==> config.mk <==
export PLATFORM = sky130hd
export DESIGN_NAME = gcm_clock_mux
export DESIGN_NICKNAME = d
export VERILOG_FILES = /design/src/gcm_pkg.sv /design/src/gcm_clock_mux.sv
export SDC_FILE = /design/constraint.sdc
export NUM_CORES = 1
export LEC_CHECK = 0
export ABC_AREA = 1
export BUFFER_PORTS_ARGS = -buffer_cell sky130_fd_sc_hd__buf_2
export CAP_MARGIN = 20
export CORE_ASPECT_RATIO = 1.1
export CORE_MARGIN = 2
export CORE_UTILIZATION = 40
export DETAILED_ROUTE_END_ITERATION = 8
export PLACE_DENSITY = 0.54
export SETUP_SLACK_MARGIN = 0.2
export SLEW_MARGIN = 20
export SYNTH_ARGS = -nofsm -noshare
export SYNTH_HDL_FRONTEND = slang
export SYNTH_SLANG_ARGS = --single-unit
==> constraint.sdc <==
create_clock -name mclk_in -period 1.85 [get_ports mclk_in]
set_input_delay 0.0925 -clock mclk_in [delete_from_list [all_inputs] [get_ports mclk_in]]
set_output_delay 0.0925 -clock mclk_in [all_outputs]
set_load 0.05 [all_outputs]
==> src/gcm_pkg.sv <==
// Package for the glitch-free clock selector with ten-way fanout
package gcm_pkg;
  // ==========================================================
  // Timing
  localparam int unsigned CLK_PERIOD_NS = 10;
  localparam int unsigned POR_TIME_NS = 10000;
  localparam int unsigned POR_CYCLES = POR_TIME_NS / CLK_PERIOD_NS;
  // Slowest supported source is 1 kHz, so a half period is 500 us
  localparam int unsigned DEAD_TIME_NS = 500000;
  localparam int unsigned DEAD_CYCLES = DEAD_TIME_NS / CLK_PERIOD_NS;
  localparam int unsigned FANOUT_COUNT = 10;
  localparam int unsigned CNT_W = 20;
  // ==========================================================
  // Values after reset
  localparam logic SRC_PRIMARY = 1'h0;
  localparam logic SRC_ALTERNATE = 1'h1;
  localparam logic RST_MUX = 1'h0;
  localparam logic RST_EN = 1'h1;
  // ==========================================================
  // Types
  typedef struct packed {
    logic tru;
    logic comp;
  } gcm_diff_t;

  typedef enum logic [2:0] {
    ST_FOLLOW = 3'h1,
    ST_DRAIN = 3'h2,
    ST_WAIT_LOW = 3'h4
  } gcm_state_t;
endpackage

==> src/gcm_clock_mux.sv <==
// Glitch-free two-source clock selector driving ten output pairs
//
// Overview of operation
// - Every output pair is derived from the two input pairs and the select, one source at a time, gated by the enable.
// - The selected clock is copied onto ten identical output pairs.
// - A source change never produces a shortened high phase, low phase or runt pulse.
// - A selected input that loses its swing leaves the outputs parked low, as does one that stops toggling unless the timing pin is tied.
// - An open select pin counts as logic high.
// - The enable gates all ten pairs together, disabled pairs show true low and complement high.
// - Enable changes take effect only while the output is low, so no runt is produced.
// - An open enable pin counts as logic high.
// - A power-on timer holds the switchover logic in a known state before it operates.
// - With the timing pin tied to the supply, runt suppression is bypassed for a plain multiplexer.
`timescale 1ns/100ps
module gcm_clock_mux
  import gcm_pkg::*;
#(
  parameter int unsigned DEAD_LIMIT = DEAD_CYCLES
) (
  // Clock and reset
  input wire logic mclk_in,
  input wire logic rst_in,
  // Clock sources, sampled as levels
  input wire gcm_diff_t primary_clk_in,
  input wire gcm_diff_t alternate_clk_in,
  // Source select and its open-pin indication
  input wire logic src_sel_in,
  input wire logic src_sel_open_in,
  // Output enable and its open-pin indication
  input wire logic out_en_in,
  input wire logic out_en_open_in,
  // Timing pin tied to the supply
  input wire logic por_timing_pin_tied_in,
  // Fanout outputs
  output logic [FANOUT_COUNT-1:0] fanout_outputs_true_out,
  output logic [FANOUT_COUNT-1:0] fanout_outputs_comp_out
);
  // ==========================================================
  // Helpers
  function automatic logic pick_true(input logic src, input gcm_diff_t p, input gcm_diff_t a);
    pick_true = (src == SRC_ALTERNATE) ? a.tru : p.tru;
  endfunction

  function automatic logic has_swing(input logic src, input gcm_diff_t p, input gcm_diff_t a);
    has_swing = (src == SRC_ALTERNATE) ? (a.tru ^ a.comp) : (p.tru ^ p.comp);
  endfunction

  logic sel_eff;
  logic en_eff;
  assign sel_eff = src_sel_in | src_sel_open_in;
  assign en_eff = out_en_in | out_en_open_in;

  // ==========================================================
  // State
  gcm_state_t state_q, state_d;
  logic cur_src_q, cur_src_d;
  logic mux_q, mux_d;
  logic en_act_q, en_act_d;
  logic last_raw_q, last_raw_d;
  logic dead_q, dead_d;
  logic [CNT_W-1:0] idle_q, idle_d;
  logic [CNT_W-1:0] por_cnt_q, por_cnt_d;
  logic por_done_q, por_done_d;
  logic armed_q, armed_d;
  logic [FANOUT_COUNT-1:0] true_q, true_d;
  logic [FANOUT_COUNT-1:0] comp_q, comp_d;

  logic raw;
  logic live;
  assign raw = pick_true(cur_src_q, primary_clk_in, alternate_clk_in);
  assign live = has_swing(cur_src_q, primary_clk_in, alternate_clk_in) & ~dead_q;

  // ==========================================================
  // Next state
  always_comb begin
    state_d = state_q;
    cur_src_d = cur_src_q;
    mux_d = mux_q;
    en_act_d = en_act_q;
    last_raw_d = raw;
    dead_d = dead_q;
    idle_d = idle_q;
    por_cnt_d = por_cnt_q;
    por_done_d = por_done_q;
    armed_d = armed_q;
    // Dead input watch: a level that never changes parks the output
    if (raw != last_raw_q) begin
      idle_d = '0;
      dead_d = 1'b0;
    end else if (idle_q >= CNT_W'(DEAD_LIMIT - 1)) begin
      dead_d = 1'b1;
    end else begin
      idle_d = idle_q + CNT_W'(1);
    end
    if (por_timing_pin_tied_in) begin
      // Plain multiplexer, accepts any glitch the select makes
      state_d = ST_FOLLOW;
      cur_src_d = sel_eff;
      mux_d = pick_true(sel_eff, primary_clk_in, alternate_clk_in) &
              has_swing(sel_eff, primary_clk_in, alternate_clk_in);
    end else if (!por_done_q) begin
      // Known start: output low, source taken from the select
      state_d = ST_FOLLOW;
      cur_src_d = sel_eff;
      mux_d = RST_MUX;
      if (por_cnt_q >= CNT_W'(POR_CYCLES - 1)) begin
        por_done_d = 1'b1;
      end else begin
        por_cnt_d = por_cnt_q + CNT_W'(1);
      end
    end else begin
      case (state_q)
        ST_FOLLOW: begin
          mux_d = raw & live;
          if (sel_eff != cur_src_q) begin
            state_d = ST_DRAIN;
          end
        end
        ST_DRAIN: begin
          // Let the old high phase finish before leaving the source
          if (!mux_q) begin
            cur_src_d = sel_eff;
            state_d = ST_WAIT_LOW;
            armed_d = 1'b0;
            mux_d = 1'b0;
          end else begin
            mux_d = raw & live;
          end
        end
        ST_WAIT_LOW: begin
          // Join only after a falling edge of the new source, so its low and high are whole
          mux_d = 1'b0;
          if (sel_eff != cur_src_q) begin
            // Select moved again while parked low, retarget so a dead source cannot trap us
            cur_src_d = sel_eff;
            armed_d = 1'b0;
          end else if (raw) begin
            armed_d = 1'b1;
          end else if (armed_q) begin
            state_d = ST_FOLLOW;
          end
        end
        default: begin
          state_d = ST_FOLLOW;
          mux_d = 1'b0;
        end
      endcase
    end
    if (cur_src_d != cur_src_q) begin
      idle_d = '0;
      dead_d = 1'b0;
    end
    // Enable moves only while the output is low
    if (!mux_d) begin
      en_act_d = en_eff;
    end
    true_d = {FANOUT_COUNT{mux_d & en_act_d}};
    comp_d = ~true_d;
  end

  // ==========================================================
  // Registers
  always_ff @(posedge mclk_in) begin
    if (rst_in) begin
      state_q <= ST_FOLLOW;
      cur_src_q <= SRC_ALTERNATE;
      mux_q <= RST_MUX;
      en_act_q <= RST_EN;
      last_raw_q <= 1'b0;
      dead_q <= 1'b0;
      idle_q <= '0;
      por_cnt_q <= '0;
      por_done_q <= 1'b0;
      armed_q <= 1'b0;
      true_q <= '0;
      comp_q <= '1;
    end else begin
      state_q <= state_d;
      cur_src_q <= cur_src_d;
      mux_q <= mux_d;
      en_act_q <= en_act_d;
      last_raw_q <= last_raw_d;
      dead_q <= dead_d;
      idle_q <= idle_d;
      por_cnt_q <= por_cnt_d;
      por_done_q <= por_done_d;
      armed_q <= armed_d;
      true_q <= true_d;
      comp_q <= comp_d;
    end
  end

  assign fanout_outputs_true_out = true_q;
  assign fanout_outputs_comp_out = comp_q;

  // ==========================================================
  // Checks
  copies_equal_a: assert property (@(posedge mclk_in) disable iff (rst_in)
    true_q == {FANOUT_COUNT{true_q[0]}}) else $error("fanout copies differ");

  pair_complement_a: assert property (@(posedge mclk_in) disable iff (rst_in)
    comp_q == ~true_q) else $error("complement output not inverted");

  enable_low_only_a: assert property (@(posedge mclk_in) disable iff (rst_in)
    $changed(en_act_q) |-> !mux_q) else $error("enable changed during high output");

  disabled_parks_a: assert property (@(posedge mclk_in) disable iff (rst_in)
    !en_act_q |-> true_q == '0) else $error("disabled output toggled");

  open_select_high_a: assert property (@(posedge mclk_in) disable iff (rst_in)
    (por_done_q && src_sel_open_in && state_q == ST_FOLLOW && !por_timing_pin_tied_in)
    |=> ##[0:2] (state_q != ST_FOLLOW || cur_src_q == SRC_ALTERNATE))
    else $error("open select not treated as high");

  no_runt_high_a: assert property (@(posedge mclk_in) disable iff (rst_in)
    (state_q == ST_WAIT_LOW && !por_timing_pin_tied_in) |-> !mux_q)
    else $error("output high while joining new source");

  por_holds_low_a: assert property (@(posedge mclk_in) disable iff (rst_in)
    (!por_done_q && !por_timing_pin_tied_in) |=> !mux_q)
    else $error("output active before power-on timer");

  follow_primary_a: assert property (@(posedge mclk_in) disable iff (rst_in)
    (por_done_q && state_q == ST_FOLLOW && cur_src_q == SRC_PRIMARY && !dead_q &&
     !por_timing_pin_tied_in && (primary_clk_in.tru ^ primary_clk_in.comp))
    |=> mux_q == $past(primary_clk_in.tru)) else $error("primary not followed");

  dead_parks_a: assert property (@(posedge mclk_in) disable iff (rst_in)
    (dead_q && !por_timing_pin_tied_in && state_q != ST_DRAIN) |=> !mux_q)
    else $error("dead input not parked");

  bypass_mux_a: assert property (@(posedge mclk_in) disable iff (rst_in)
    por_timing_pin_tied_in |=> mux_q == ($past(sel_eff) ?
      $past(alternate_clk_in.tru & (alternate_clk_in.tru ^ alternate_clk_in.comp)) :
      $past(primary_clk_in.tru & (primary_clk_in.tru ^ primary_clk_in.comp))))
    else $error("bypass not a plain multiplexer");
endmodule

==> results of run 1 <==
[synth_stat cells (3+ instances only)]
| master | count | area, um^2 |
|---|---|---|
| buf_2 | 3 | 15.0 |
| nor2_1 | 67 | 251 |
| a21oi_1 | 14 | 70.1 |
| nor3_1 | 7 | 35.0 |
| nand4_1 | 9 | 56.3 |
| clkbuf_1 | 3 | 11.3 |
| dfxtp_1 | 52 | 1040 |
| o21ai_0 | 7 | 35.0 |
| inv_1 | 76 | 285 |
| buf_4 | 18 | 135 |
| nand3_1 | 34 | 170 |
| ha_1 | 4 | 50.1 |
| xor2_1 | 15 | 131 |
| nor2_2 | 5 | 31.3 |
| nand2_1 | 114 | 428 |
[worst max-delay path by stage]
stage | depth (start not counted) | slack, ps | start | to
2_1_floorplan | 10 | 300 | idle_q[0] | idle_q[13]
3_5_place_dp | 9 | 170 | idle_q[0] | idle_q[13]
5_1_grt | 13 | 110 | cur_src_q | idle_q[0]
3_3_place_gp | 9 | 180 | idle_q[0] | idle_q[3]
4_1_cts | 9 | 210 | idle_q[0] | idle_q[3]
6_report | 9 | 240 | idle_q[0] | idle_q[5]
[cell usage in the layout (no fill, tap or decap), types with 4 or more instances in the layout]
cell type / instances
clkbuf_8: 6
a21oi_1: 14
buf_4: 11
inv_1: 74
buf_2: 30
nor2_2: 10
nand2_1: 112
o21ai_0: 7
dfxtp_1: 50
xor2_1: 15
nand2_2: 4
nand4_1: 9
nor3_1: 7
nor2_1: 61
nand3_1: 32
[layout make-up]
type | count | area, um^2
fill | 715 | 3670
multi-input combinational | 291 | 1450
sequential | 52 | 1050
timing repair buffer | 45 | 314
inverter | 78 | 295
tap | 85 | 106
clock buffer | 6 | 82.6
clock inverter | 2 | 38.8
[power by group through the flow]
stage          clock (mW)  combinational, mW  sequential (mW)
2_1_floorplan           0              0.164             1.18
3_3_place_gp            0              0.204             1.17
3_5_place_dp            0              0.205             1.17
4_1_cts             0.869              0.205             1.15
5_1_grt             0.905              0.266             1.15
6_report            0.836              0.243             1.15
[cells by family (layout without fill, tap and decap cells)]
group	after synthesis	after routing	share of synthesized area, %
AOI/OAI and AO/OA	27	27	5.31
xor gates and xnor gates	17	17	5.14
adders and majority gates	4	4	1.73
buffers and inverters	104	131	16.6
DFF	52	52	35.9
and+or+nand+nor	242	243	35.3
[worst min-delay path: stages]
cell and delay [ps]:
buf_2 90, inv_1 80, nand2_1 80
[layer usage]
metal	vias up	GRT usage, %	wire length [um]
li1	1388	-	-
met1	1111	19.8	3030
met2	39	26.2	2960
met3	6	2.91	177
met4	0	5.03	65
met5	-	0	0
[what timing repair did]
action,CTS,global route
setup buffers,2,2
pin swaps,1,6
gates cloned,0,4
setup endpoints to repair,16,35
gates resized for setup,0,24
[through the flow]
stage,worst slack (ps),std cells
final,242,559
after global placement,179,543
after floorplan,298,446
after global routing,105,559
after detailed placement,170,543
after CTS,210,553
==> out/metrics.cfg, run 1 <==
[run_status]
status=finished clean

[global_route]
grt_max_degree=26
track_usage_pct=15.5
antenna_found_initial=0
grt_pass1_wl_um=10000
grt-ovfl-total=0
grt_pass1_vias=2291

[synth]
synth_nets=461
synth_edf_count=0
yosysWarnings=0
synthArstFlopShare_pct=0
ys_ff_latch=52
netlist_area_um2=2900
synth_cell_types=29
syn_area_per_cell_um2=6.49
yosys_most_used_dff=dfxtp_1
yosysSeqAreaShare_pct=35.9
syn_inst=446

[power_and_ir_drop]
power_leakage_nw=1.47
ir_drop_v=0.000390
power.share.clock_pct=37.6
power.density_nw_per_um2=668
p_int_mw=1.66
power_mw=2.23
p_sw_uw=567
p_seq_share_pct=51.5
comb_power_share_pct=10.9
switching_share_pct=25.5

[worst_hold_path]
worstHoldEndpoint=cur_src_q
hold_depth=3
min-delay-start=rst_in
hp-class=input port to register

[routing]
totalWireLength_um=6230
post_drt_wl_per_cell_um=11.2
drc=0
drtIter0Drc=116
viasPerCell=4.55
vias=2544
drtPass1Iterations=4
ant_nets=0

[sta]
hold_ws_ps=56.3
worst_pin_slew_ps=337
hold_viol=0
fin_crit_sh_pct=86.9
finalSetupTns_ps=0
fin_skew_ps=8.38
grt_setup_unrepaired=true
relSlewSlack_pct=77.5
fmax_mhz=622
maxSlewViolCount=0
setup_viol_count_final=0
timing.final.crit_period_ps=1610

[cts]
hold_buffers=0
cts-root-buf=clkbuf_8
cts_buffer_depth=2
cts_buffers=5
cts_tree=yes
clk_latency_ps=310
clk_pin_slew_ps=100
clkSinkCount=52
htreeDepth=2

[setup_path]
path_cells=ha_2, nand3_2, nor2_2, a21oi_4, buf_4, nand3_1, nand2_1, inv_1, nor2_2
worstSetupEndpointType=register
cpMostUsedCell=nor2_2
cp_data_required_time_ps=2110
r2r_slack_ps=240
crit_buf_inv=2
crit_arrival_ps=1870
path_max_fanout=6
worstSetupPathType=register to register
r2r-end=idle_q[5]
slowest_stage=dfxtp_1
max_stage_delay_ps=350
critPathLaunchType=register
crit_family=simple AND/OR/NAND/NOR gates
reg2regPathDepth=9
r2r-start=idle_q[0]

[final_layout]
stdcell_area_um2=3330
diodes=0
fin_nets=488
drive_gt1_share_pct=17.9
area_growth_pct=15.1
final_core_util_pct=47.6
reg_top3=idle_q (20), por_cnt_q (20), state_q (3)

[floorplan]
die_height_um=93.3
ios=31
core_area_um2=7010
start_util_pct=41.3
die_area_um2=7940
die_x_um=85.1
num_rows=32

[placed_design]
placement.io_buffers=30
place_area_um2=3040
gp_congestion=0.812
hpwl_um=4200

[job]
maxCapViolations=0

Power figures use the tool's default switching activity.
==> inputs of run 2 (changes only) <==
--- a/config.mk
+++ b/config.mk
@@ -12,6 +12,7 @@
 export CORE_MARGIN = 2
 export CORE_UTILIZATION = 40
 export DETAILED_ROUTE_END_ITERATION = 8
+export HOLD_SLACK_MARGIN = 0.1
 export PLACE_DENSITY = 0.54
 export SETUP_SLACK_MARGIN = 0.2
 export SLEW_MARGIN = 20
==> run 2 against run 1 <==
  * First-iteration DRC count decreased by 0.86%
  * Design area increased by 0.90%
  * Count of clock-buffer cells in the layout unchanged
  * Sequential share of layout area decreased by 0.28 points
  * Sequential cell count unchanged
  * Total power increased by 0.37%
  * Sequential power about the same
  * Utilization increased by 0.43 points
  * Via count increased by 0.51%
  * Die area unchanged
  * Maximum frequency decreased by 0.11%
  * Critical path type unchanged
  * Highest routed layer unchanged
==> out/metrics.cfg, run 2 (same netlist as run 1, synthesis figures left out) <==
[floorplan]
die_height_um=93.3
die_x_um=85.1
start_util_pct=41.3
num_rows=32
die_area_um2=7940
ios=31
core_area_um2=7010

[placed_design]
hpwl_um=4200
pre_cts_ws_ps=170
gp_congestion=0.812
place_area_um2=3040
placement.io_buffers=30

[sta]
fin_skew_ps=9.50
fin_crit_sh_pct=87.0
worst_pin_slew_ps=338
hold_viol=0
timing.final.crit_period_ps=1610
relSlewSlack_pct=77.3
setup_ws_ps=240
setup_viol_count_final=0
maxSlewViolCount=0
finalSetupTns_ps=0
fmax_mhz=621
grt_setup_unrepaired=true

[power_and_ir_drop]
power_leakage_nw=1.48
p_seq_share_pct=51.3
comb_power_share_pct=11.1
p_int_mw=1.66
ir_drop_v=0.000391
p_sw_uw=571
power.density_nw_per_um2=664
power.share.clock_pct=37.5
switching_share_pct=25.6

[cts]
clkSinkCount=52
clk_latency_ps=310
clk_pin_slew_ps=90
cts_buffers=5
cts_buffer_depth=2
cts_tree=yes
cts-root-buf=clkbuf_8
htreeDepth=2

[global_route]
grt_util_met3_pct=2.91
grt-ovfl-total=0
grt_pass1_wl_um=10100
antenna_found_initial=0
track_usage_pct=15.6
grt_pass1_vias=2303
grt.busiest_layer=met2
gr-usage-met1_pct=19.9
use_met2_pct=26.4
grt_max_degree=26

[final_layout]
drive_gt1_share_pct=17.8
final_common_cell=nand2_1
diodes=0
area_growth_pct=16.2
fillers=712
stdcell_area_um2=3360
fin_nets=491
final_cell_mix=nand2_1 (112), inv_1 (74), nor2_1 (61)
reg_top3=idle_q (20), por_cnt_q (20), state_q (3)

[job]
maxCapViolations=0

[routing]
vias=2557
drc=0
ant_nets=0
drtIter0Drc=115
post_drt_wl_per_cell_um=11.2
viasPerCell=4.55
totalWireLength_um=6290
drtPass1Iterations=4

[setup_path]
cp_data_required_time_ps=2100
path_max_fanout=6
r2r-end=idle_q[3]
crit_arrival_ps=1860
critPathLaunchType=register
worstSetupPathType=register to register
endpoint=idle_q[3]
worstSetupEndpointType=register
critPathLaunch=idle_q[0]
r2r-start=idle_q[0]
reg2regPathDepth=9
r2r_slack_ps=240

[run_status]
status=finished clean

[worst_hold_path]
min-delay-start=out_en_open_in
hp-class=input port to register

[run 2: timing repair]
action / in CTS / in global routing
gates resized for setup: 0 / 24
cloned: 0 / 4
buffers inserted: 2 / 2
hold buffers: 3 / 0
endpoints found under the setup margin: 16 / 35
endpoints found under the hold margin: 3 / 0
pin swaps: 1 / 6
[run 2: worst min path at each step]
stage / slack (ps) / end / depth (start not counted)
5_1_grt: 130 / register / 4
3_3_place_gp: 380 / fanout_outputs_comp_out[8] / 1
6_report: 110 / register / 4
3_5_place_dp: 380 / cur_src_q / 3
4_1_cts: 100 / register / 4
2_1_floorplan: 260 / por_done_q / 3
[run 2: per-stage QoR]
stage / util, % / hold slack (ps) / instances / power [mW]
after global placement: 43.4 / 381 / 543 / 1.38
final: 48.0 / 106 / 562 / 2.23
after global routing: 48.0 / 127 / 562 / 2.33
after floorplan: - / 259 / 446 / 1.34
after CTS: 45.7 / 101 / 556 / 2.23
after detailed placement: 43.4 / 379 / 543 / 1.38
[run 2: final cells by class]
cell class                      instances  area [um^2]  share of cell area [%]
Multi-Input combinational cell        291         1450                    43.1
Inverter                               78          295                    8.78
Tap cell                               85          106                    3.16
Clock inverter                          2         38.8                    1.15
Clock buffer                            6         82.6                    2.45
Timing Repair Buffer                   48          344                    10.2
Sequential cell                        52         1050                    31.1
[run 2: layer usage]
metal / vias up / share of wire, %
met5: - / 0
met4: 0 / 1.2
met3: 7 / 2.7
met2: 36 / 47
met1: 1118 / 49
li1: 1396 / -
[run 2: critical path, stage by stage, from the launching register on]
cell     delay [ps]
dfxtp_1         350
ha_2            230
nand3_2         130
nor2_2           70
a21oi_4         280
buf_4           210
nand3_1          80
nand2_1          80
inv_1            40
nor2_1           90
[run 2: power by group through the flow]
stage	clock network, mW	registers (mW)	logic (mW)
final	0.839	1.15	0.249
after detailed placement	0	1.17	0.205
after global routing	0.905	1.15	0.271
after CTS	0.869	1.15	0.210
after global placement	0	1.17	0.204
after floorplan	0	1.18	0.164
